===== src/port_override_cfg.svh =====
// bit positions and reset values for the port override block
`ifndef PORT_OVERRIDE_CFG_SVH
`define PORT_OVERRIDE_CFG_SVH
`define PORT_WIDTH 8
`define PC_SCL_BIT 0
`define PC_SDA_BIT 1
`define PC_TDO_BIT 4
`define PC_TDI_BIT 5
`define PC_TOSC1_BIT 6
`define PC_TOSC2_BIT 7
`define PD_RX_BIT 0
`define PD_TX_BIT 1
`define PD_IRQ0_BIT 2
`define PD_IRQ1_BIT 3
`define PD_OCB_BIT 4
`define PD_OCA_BIT 5
`define PD_CAP_BIT 6
`define PD_OC2_BIT 7
`define REG_RESET 8'h00
`endif


===== src/port_override_pkg.sv =====
// types shared by the port override block
package port_override_pkg;
    // one override group for one pin
    typedef struct packed {
        logic pullupOverrideEn;
        logic pullupOverrideVal;
        logic directionOverrideEn;
        logic directionOverrideVal;
        logic pinvalueOverrideEn;
        logic pinvalueOverrideVal;
        logic inputEnableOverrideEn;
        logic inputEnableOverrideVal;
    } override_t;
    // resolved drive of one pin
    typedef struct packed {
        logic outVal;
        logic outEn;
        logic pullEn;
        logic inEn;
    } pin_drive_t;
endpackage : port_override_pkg


===== src/pin_override_cell.sv =====
// one pin: merges port register values with an override group
`timescale 1ns/1ps
module pin_override_cell (
    input wire logic portOut,
    input wire logic portDir,
    input wire port_override_pkg::override_t ovr,
    input wire logic openDrain,
    output port_override_pkg::pin_drive_t drive
);
    import port_override_pkg::*;
    wire logic dirEff;
    wire logic valEff;
    wire logic pullRaw;
    // override value wins when its enable is high
    assign dirEff = ovr.directionOverrideEn ? ovr.directionOverrideVal
                                            : portDir;
    assign valEff = ovr.pinvalueOverrideEn ? ovr.pinvalueOverrideVal
                                           : portOut;
    // pull-up only on an input pin driven high by the port register
    assign pullRaw = ~dirEff & portOut;
    assign drive.pullEn = ovr.pullupOverrideEn ? ovr.pullupOverrideVal
                                               : pullRaw;
    assign drive.inEn = ovr.inputEnableOverrideEn
                        ? ovr.inputEnableOverrideVal : 1'b1;
    // open drain: only ever pull low, never drive high
    assign drive.outVal = openDrain ? 1'b0 : valEff;
    assign drive.outEn = openDrain ? ~valEff : dirEff;
endmodule : pin_override_cell


===== src/port_alt_function_override.sv =====
// alternate function override for ports C and D
//
// Behaviour
// two-wire enable hands port C bit 1 to the two-wire data line.
// two-wire enable hands port C bit 0 to the two-wire clock line.
// two-wire pins only pull low or release, never drive high.
// two-wire pins keep pull-up from their own port output bits.
// oscillator select: port C 7,6 pull-up off, input, digital input off.
// test port: C5 pull-up on input; C4 drives test data in shift.
// port D bit 5 carries timer1 compare A when direction is output.
// port D bit 4 carries timer1 compare B when direction is output.
// port D 7,5,4 output value follows enabled compare outputs.
// port D 7..4 never override pull/dir/input; D6 feeds capture.
// port D bits 3 and 2 feed external interrupt one and zero.
// transmitter enable forces port D bit 1 to output.
// receiver enable forces port D bit 0 to input.
// forced-input receive pin keeps pull-up from its port output bit.
// each override value applies while its enable is high.
`timescale 1ns/1ps
`include "port_override_cfg.svh"
module port_alt_function_override #(
    parameter int WIDTH = `PORT_WIDTH
) (
    input wire logic mclk,
    input wire logic rstn,
    input wire logic [WIDTH-1:0] portcOut,
    input wire logic [WIDTH-1:0] portcDir,
    input wire logic [WIDTH-1:0] portdOut,
    input wire logic [WIDTH-1:0] portdDir,
    input wire logic [WIDTH-1:0] portcPinIn,
    input wire logic [WIDTH-1:0] portdPinIn,
    input wire logic twowireEnable,
    input wire logic twowireSdaOut,
    input wire logic twowireSclOut,
    input wire logic asyncTimerOscSelect,
    input wire logic testPortEnable,
    input wire logic testShiftIr,
    input wire logic testShiftDr,
    input wire logic testDataOut,
    input wire logic timer1CompareOutA,
    input wire logic timer1CompareEnA,
    input wire logic timer1CompareOutB,
    input wire logic timer1CompareEnB,
    input wire logic timer2CompareOut,
    input wire logic timer2CompareEn,
    input wire logic txEnable,
    input wire logic txData,
    input wire logic rxEnable,
    output logic [WIDTH-1:0] portcPinOut,
    output logic [WIDTH-1:0] portcPinOe,
    output logic [WIDTH-1:0] portcPullEn,
    output logic [WIDTH-1:0] portdPinOut,
    output logic [WIDTH-1:0] portdPinOe,
    output logic [WIDTH-1:0] portdPullEn,
    output logic [WIDTH-1:0] portcSyncedIn,
    output logic [WIDTH-1:0] portdSyncedIn,
    output logic twowireSdaIn,
    output logic twowireSclIn,
    output logic testDataIn,
    output logic timer1CaptureInput,
    output logic extIrqZero,
    output logic extIrqOne,
    output logic rxData
);
    import port_override_pkg::*;

    // fixed bit positions need a full eight-bit port
    if (WIDTH != 8) begin : g_width_check
        $error("port width must be 8");
    end

    override_t ovrC [WIDTH];
    override_t ovrD [WIDTH];
    pin_drive_t drvC [WIDTH];
    pin_drive_t drvD [WIDTH];
    logic [WIDTH-1:0] odC;
    logic [WIDTH-1:0] odD;
    logic [WIDTH-1:0] inEnC;
    logic [WIDTH-1:0] inEnD;
    logic [WIDTH-1:0] syncC1_q;
    logic [WIDTH-1:0] syncC2_q;
    logic [WIDTH-1:0] syncD1_q;
    logic [WIDTH-1:0] syncD2_q;
    logic [WIDTH-1:0] cOut_d;
    logic [WIDTH-1:0] cOe_d;
    logic [WIDTH-1:0] cPull_d;
    logic [WIDTH-1:0] dOut_d;
    logic [WIDTH-1:0] dOe_d;
    logic [WIDTH-1:0] dPull_d;
    wire logic testShift;

    assign testShift = testShiftIr | testShiftDr;

    // port C override groups; the two-wire pins take their pull-up straight
    // from the port output bit, whatever the direction bit says
    always_comb begin
        for (int i = 0; i < WIDTH; i++) begin
            ovrC[i] = '0;
        end
        ovrC[`PC_SDA_BIT].pinvalueOverrideEn = twowireEnable;
        ovrC[`PC_SDA_BIT].pinvalueOverrideVal = twowireSdaOut;
        ovrC[`PC_SCL_BIT].pinvalueOverrideEn = twowireEnable;
        ovrC[`PC_SCL_BIT].pinvalueOverrideVal = twowireSclOut;
        ovrC[`PC_SDA_BIT].pullupOverrideEn = twowireEnable;
        ovrC[`PC_SDA_BIT].pullupOverrideVal =
            portcOut[`PC_SDA_BIT];
        ovrC[`PC_SCL_BIT].pullupOverrideEn = twowireEnable;
        ovrC[`PC_SCL_BIT].pullupOverrideVal =
            portcOut[`PC_SCL_BIT];
        for (int i = `PC_TOSC1_BIT; i <= `PC_TOSC2_BIT; i++) begin
            ovrC[i].pullupOverrideEn = asyncTimerOscSelect;
            ovrC[i].directionOverrideEn = asyncTimerOscSelect;
            ovrC[i].inputEnableOverrideEn = asyncTimerOscSelect;
        end
        ovrC[`PC_TDI_BIT].pullupOverrideEn = testPortEnable;
        ovrC[`PC_TDI_BIT].pullupOverrideVal = 1'b1;
        ovrC[`PC_TDI_BIT].directionOverrideEn = testPortEnable;
        ovrC[`PC_TDI_BIT].inputEnableOverrideEn = testPortEnable;
        ovrC[`PC_TDO_BIT].pullupOverrideEn = testPortEnable;
        ovrC[`PC_TDO_BIT].directionOverrideEn = testPortEnable;
        ovrC[`PC_TDO_BIT].directionOverrideVal = testShift;
        ovrC[`PC_TDO_BIT].pinvalueOverrideEn = testPortEnable;
        ovrC[`PC_TDO_BIT].pinvalueOverrideVal = testDataOut;
        ovrC[`PC_TDO_BIT].inputEnableOverrideEn = testPortEnable;
    end

    // port D groups: value overrides on bits 7, 5 and 4 and on transmit pin D1
    always_comb begin
        for (int i = 0; i < WIDTH; i++) begin
            ovrD[i] = '0;
        end
        ovrD[`PD_OC2_BIT].pinvalueOverrideEn = timer2CompareEn;
        ovrD[`PD_OC2_BIT].pinvalueOverrideVal = timer2CompareOut;
        ovrD[`PD_OCA_BIT].pinvalueOverrideEn = timer1CompareEnA;
        ovrD[`PD_OCA_BIT].pinvalueOverrideVal = timer1CompareOutA;
        ovrD[`PD_OCB_BIT].pinvalueOverrideEn = timer1CompareEnB;
        ovrD[`PD_OCB_BIT].pinvalueOverrideVal = timer1CompareOutB;
        ovrD[`PD_TX_BIT].directionOverrideEn = txEnable;
        ovrD[`PD_TX_BIT].directionOverrideVal = 1'b1;
        ovrD[`PD_TX_BIT].pinvalueOverrideEn = txEnable;
        ovrD[`PD_TX_BIT].pinvalueOverrideVal = txData;
        // pull-up left to the cell so it tracks the port bit
        ovrD[`PD_RX_BIT].directionOverrideEn = rxEnable;
    end

    // open-drain mode only on the two-wire pins
    always_comb begin
        odC = '0;
        odC[`PC_SDA_BIT] = twowireEnable;
        odC[`PC_SCL_BIT] = twowireEnable;
        odD = '0;
    end

    // one merge cell per pin
    for (genvar g = 0; g < WIDTH; g++) begin : g_pin
        pin_override_cell u_c (
            .portOut(portcOut[g]),
            .portDir(portcDir[g]),
            .ovr(ovrC[g]),
            .openDrain(odC[g]),
            .drive(drvC[g])
        );
        pin_override_cell u_d (
            .portOut(portdOut[g]),
            .portDir(portdDir[g]),
            .ovr(ovrD[g]),
            .openDrain(odD[g]),
            .drive(drvD[g])
        );
        assign cOut_d[g] = drvC[g].outVal;
        assign cOe_d[g] = drvC[g].outEn;
        assign cPull_d[g] = drvC[g].pullEn;
        assign inEnC[g] = drvC[g].inEn;
        assign dOut_d[g] = drvD[g].outVal;
        assign dOe_d[g] = drvD[g].outEn;
        assign dPull_d[g] = drvD[g].pullEn;
        assign inEnD[g] = drvD[g].inEn;
    end

    // pin drives are registered so pads see clean levels
    always_ff @(posedge mclk) begin
        if (!rstn) begin
            portcPinOut <= `REG_RESET;
            portcPinOe <= `REG_RESET;
            portcPullEn <= `REG_RESET;
            portdPinOut <= `REG_RESET;
            portdPinOe <= `REG_RESET;
            portdPullEn <= `REG_RESET;
        end else begin
            portcPinOut <= cOut_d;
            portcPinOe <= cOe_d;
            portcPullEn <= cPull_d;
            portdPinOut <= dOut_d;
            portdPinOe <= dOe_d;
            portdPullEn <= dPull_d;
        end
    end

    // two-flop synchronisers; pins are asynchronous to mclk
    always_ff @(posedge mclk) begin
        if (!rstn) begin
            syncC1_q <= `REG_RESET;
            syncC2_q <= `REG_RESET;
            syncD1_q <= `REG_RESET;
            syncD2_q <= `REG_RESET;
        end else begin
            syncC1_q <= portcPinIn;
            syncC2_q <= syncC1_q;
            syncD1_q <= portdPinIn;
            syncD2_q <= syncD1_q;
        end
    end

    // disabled digital inputs read as zero on the synced port buses, avoiding floating pins
    assign portcSyncedIn = syncC2_q & inEnC;
    assign portdSyncedIn = syncD2_q & inEnD;
    assign twowireSdaIn = syncC2_q[`PC_SDA_BIT];
    assign twowireSclIn = syncC2_q[`PC_SCL_BIT];
    assign testDataIn = syncC2_q[`PC_TDI_BIT];
    assign timer1CaptureInput = syncD2_q[`PD_CAP_BIT];
    assign extIrqZero = syncD2_q[`PD_IRQ0_BIT];
    assign extIrqOne = syncD2_q[`PD_IRQ1_BIT];
    assign rxData = syncD2_q[`PD_RX_BIT];

    // pin guards; drive is registered, so each looks one cycle back
    a_sda_no_high: assert property (
        @(posedge mclk) disable iff (!rstn)
        $past(twowireEnable) && $past(rstn)
        |-> !(portcPinOe[`PC_SDA_BIT] && portcPinOut[`PC_SDA_BIT]))
        else $error("two-wire data pin driven high");
    a_scl_pull_low: assert property (
        @(posedge mclk) disable iff (!rstn)
        $past(twowireEnable) && !$past(twowireSclOut) && $past(rstn)
        |-> portcPinOe[`PC_SCL_BIT])
        else $error("two-wire clock not pulled low");
    a_sda_pull_port: assert property (
        @(posedge mclk) disable iff (!rstn)
        $past(twowireEnable) && $past(rstn)
        |-> portcPullEn[`PC_SDA_BIT] == $past(portcOut[`PC_SDA_BIT]))
        else $error("two-wire data pull-up not from port bit");
    a_scl_pull_port: assert property (
        @(posedge mclk) disable iff (!rstn)
        $past(twowireEnable) && $past(rstn)
        |-> portcPullEn[`PC_SCL_BIT] == $past(portcOut[`PC_SCL_BIT]))
        else $error("two-wire clock pull-up not from port bit");
    a_osc_pins_off: assert property (
        @(posedge mclk) disable iff (!rstn)
        $past(asyncTimerOscSelect) && $past(rstn)
        |-> portcPinOe[7:6] == 2'h0 && portcPullEn[7:6] == 2'h0)
        else $error("oscillator pins not released");
    a_tdo_shift_out: assert property (
        @(posedge mclk) disable iff (!rstn)
        $past(testPortEnable) && $past(rstn)
        |-> portcPinOe[`PC_TDO_BIT] == $past(testShift)
            && portcPinOut[`PC_TDO_BIT] == $past(testDataOut))
        else $error("test data out pin wrong");
    a_oca_value: assert property (
        @(posedge mclk) disable iff (!rstn)
        $past(timer1CompareEnA) && $past(rstn)
        |-> portdPinOut[`PD_OCA_BIT] == $past(timer1CompareOutA)
            && portdPinOe[`PD_OCA_BIT] == $past(portdDir[`PD_OCA_BIT]))
        else $error("compare A pin wrong");
    a_tx_forced_out: assert property (
        @(posedge mclk) disable iff (!rstn)
        $past(txEnable) && $past(rstn) |-> portdPinOe[`PD_TX_BIT])
        else $error("transmit pin not output");
    a_rx_forced_in: assert property (
        @(posedge mclk) disable iff (!rstn)
        $past(rxEnable) && $past(rstn)
        |-> !portdPinOe[`PD_RX_BIT]
            && portdPullEn[`PD_RX_BIT] == $past(portdOut[`PD_RX_BIT]))
        else $error("receive pin not input");
endmodule : port_alt_function_override


===== config.mk =====
export PLATFORM = sky130hd
export DESIGN_NAME = port_alt_function_override
export DESIGN_NICKNAME = d
export VERILOG_FILES = /design/src/port_override_pkg.sv /design/src/pin_override_cell.sv /design/src/port_alt_function_override.sv
export VERILOG_INCLUDE_DIRS = /design/src
export SDC_FILE = /design/constraint.sdc
export NUM_CORES = 1
export LEC_CHECK = 0
export ABC_AREA = 1
export BUFFER_PORTS_ARGS = -buffer_cell sky130_fd_sc_hd__buf_2
export CAP_MARGIN = 0
export CORE_ASPECT_RATIO = 1.1
export CORE_MARGIN = 2
export CORE_UTILIZATION = 46
export DETAILED_ROUTE_END_ITERATION = 8
export PLACE_DENSITY = 0.83
export SLEW_MARGIN = 25
export SYNTH_ARGS = -nofsm -noshare
export SYNTH_HDL_FRONTEND = slang
export SYNTH_SLANG_ARGS = --single-unit

===== constraint.sdc =====
create_clock -name mclk -period 2.1 [get_ports mclk]
set_clock_uncertainty 0.2 [all_clocks]
set_input_delay 0.21 -clock mclk [delete_from_list [all_inputs] [get_ports mclk]]
set_output_delay 0.21 -clock mclk [all_outputs]
set_load 0.01 [all_outputs]

==> run_results.csv <==
group,metric,value,unit
run_status,status,"finished clean",
clock_tree,cts.sinks,80,
yosys,synth_cells,274,
final_layout,multi_input_area,452,um2
power,switching_share,23.5,%
floorplanning,core,5030,um2
critical_path,rrSetupSlack,1410,ps
grt,grt_pass1_vias,2580,
clock_tree,insertion_delay,340,ps
placed_design,hpwl,3560,um
critical_path,crit_cells,6,
critical_path,cp-end-kind,"register",
floorplanning,ios,138,
grt,antenna_found_initial,0,
clock_tree,clkSlewWorstSetupHoldPaths,80,ps
clock_tree,cts_made_buffers,9,
sta,rsz0062_at_grt,"false",
placed_design,gp_congestion,0.723,
critical_path,crit_top_cell,"dlygate4sd3_1",
floorplanning,fp.dieW,72.9,um
clock_tree,cts_buffer_depth,2,
power,p_int,2470,uW
grt,grt_util_all_layers,26.4,%
placed_design,port_buffers,137,
yosys,synth-seq-area-share,66.6,%
sta,fmax,0.570,GHz
final_layout,nets,554,
floorplanning,die_h,79.8,um
final_layout,nFillCells,279,
sta,drv_slew,0,
detailed_routing,routedWlPerCell,13.3,um
detailed_routing,drt-initial-drc-count,106,
yosys,synthesis.area,2400,um2
min_path,hp-start,"rstn",
critical_path,path_class,"in2reg",
final_layout,areaGrowthSynthToFinish,70.3,%
critical_path,crit_path_max_incr_delay,550,ps
final_layout,antenna_cells,0,
placed_design,place_ws,756,ps
critical_path,r2r-start,"syncD1_q[4]",
critical_path,cp_top_family,"buffers and inverters",
critical_path,cp.required,2140,ps
power,irDropWorstVdd,0.000696,V
sta,setup_ws,344,ps
critical_path,cp_cell_sequence,"dlygate4sd3_1 -> buf_2 -> nor2_2 -> dlymetal6s4s_1 -> nor2_1 -> dlygate4sd3_1",
power,p_sw,762,uW
yosys,ys_ff_latch,80,
grt,grt_pass1_wl,11400,um
placed_design,dp_cells,455,
final_layout,design_area,4100,um2
floorplanning,num_rows,27,
critical_path,cp_max_fo,1,
clock_tree,post_cts_buffers,0,
power,p_comb_share,12.1,%
run,maxCapViolCount,0,
critical_path,critPathBufInv,4,
critical_path,arrival,1800,ps
placed_design,placed_area,3080,um2
detailed_routing,antenna_left,0,
critical_path,slowest_stage,"dlygate4sd3_1",
yosys,synth_nets,341,
detailed_routing,wl,7310,um
power,power_density,790,nW/um2
grt,overflow,0,
final_layout,seq_area,1600,um2
yosys,syn_area_per_cell,8.78,um2
final_layout,drive_gt1_share,32.3,%
sta,setup_violations,0,
detailed_routing,drc,0,
sta,slew_headroom,74.3,%
sta,worst_pin_slew,386,ps
critical_path,r2r_cells,2,
critical_path,startpoint,"timer1CompareOutA",
grt,grt_max_degree,45,
yosys,synth_cell_types,14,
floorplanning,start_util,47.8,%
power,pwr-share-clk,38.1,%
critical_path,cp-start-kind,"primary input",
critical_path,timing.rr.end,"syncD2_q[4]",
yosys,yosysWarnings,0,
critical_path,critical_path.endpoint,"portdPinOut[5]",
clock_tree,cts_root_buf,"clkbuf_8",
sta,final.min_clock_period,1760,ps
sta,min_period_over_period,83.6,%
clock_tree,htreeDepth,3,
sta,tns,0,ps
floorplanning,dieArea,5820,um2
final_layout,layout.cells.non_filler,550,
power,p_leak,0.00248,uW
detailed_routing,drt_pass1_iterations,4,
sta,hold_violations,0,
clock_tree,cts_tree,"done",
detailed_routing,vias,2461,
detailed_routing,via_per_inst,4.47,
min_path,holdCritPathClass,"in2reg",
power,power_frac_seq,49.8,%
[worst register-to-register path: cells and delay by family (launching register included)]
family / cells / cell delay (ps)
buf+inv: 1 / 30
flops: 1 / 300
simple gates: 1 / 60
[worst min-delay path by stage]
stage	endpoint	slack [ps]	depth (start not counted)
floorplan	portcPinOe[5]	80	1
global placement	portdPullEn[7]	180	2
detailed placement	portcPullEn[2]	190	2
CTS	syncC2_q[6]	60	3
global route	syncC2_q[6]	80	3
finish	syncC2_q[6]	70	3
[sequential cells by signal, summed over array words and instances, names as in the netlist]
name         cells
syncD1_q         8
portcPullEn      8
syncC1_q         8
syncC2_q         8
portdPullEn      8
portdPinOut      8
portdPinOe       8
syncD2_q         8
portcPinOe       8
portcPinOut      8
[per-stage QoR]
step / hold WS, ps / power, uW / util, %
after floorplan: 81.5 / 1770 / -
after global placement: 182 / 1900 / 61.2
after detailed placement: 186 / 1910 / 61.2
after CTS: 55.5 / 3230 / 81.9
after global routing: 83.9 / 3360 / 81.4
final: 66.0 / 3240 / 81.4
[cell type report]
| type | count | area share (%) |
|---|---|---|
| clock buffer | 9 | 3.02 |
| clock inverter | 7 | 2.35 |
| inverter | 67 | 6.14 |
| multi-input combinational | 112 | 11.0 |
| sequential | 80 | 39.1 |
| tap | 58 | 1.77 |
| timing repair buffer | 217 | 36.6 |
[synthesized netlist by cell type, drive strengths merged]
| cell type | count | area (um2) |
|---|---|---|
| dfxtp | 80 | 1600 |
| inv | 67 | 251 |
| nand2 | 64 | 240 |
| nor2 | 32 | 125 |
| buf | 15 | 103 |
| o21ai | 6 | 30.0 |
| a21oi | 5 | 25.0 |
| nand3 | 2 | 10.0 |
| nor3 | 2 | 10.0 |
| or2 | 1 | 8.76 |
[what timing repair did]
action                                 CTS  global route
gates resized for setup                  0             2
setup endpoints to repair                0             4
endpoints found under the hold margin   64             0
hold buffers                            82             0
[layer usage]
metal	wire (um)	up-vias	share of wire [%]	GRT usage (%)
met5	0	-	0	0
met4	323	0	4.4	17.4
met3	549	37	7.5	8.21
met2	3790	135	52	48.1
met1	2640	1102	36	24.9
li1	-	1187	-	-
[power groups by stage]
stage               clock, uW  sequential, uW  combinational (uW)
CTS                      1250            1610                 377
global route             1320            1620                 429
detailed placement          0            1650                 262
finish                   1230            1610                 393
global placement            0            1640                 256
floorplan                   0            1670                95.8
[cell usage in the layout (no fill, tap or decap)]
cell / count
bufinv_16: 2
o21ai_1: 1
clkinv_4: 3
or2_4: 1
nor3_1: 2
clkbuf_8: 9
nor2_2: 3
inv_2: 1
nand3_1: 2
nor2_1: 29
a21oi_1: 5
inv_1: 66
nand2_1: 64
dlymetal6s4s_1: 1
buf_12: 1
clkinv_2: 2
buf_2: 137
dfxtp_1: 80
o21ai_0: 5
dlygate4sd3_1: 78
[cells by family (layout without fill, tap and decap cells)]
group,after synthesis,count (layout),share of synthesized area (%)
AOI/OAI and AO/OA,11,11,2.29
buffers and inverters,82,300,14.7
DFF,80,80,66.6
and+or+nand+nor,101,101,16.4
(Power assumes the default switching activity.)
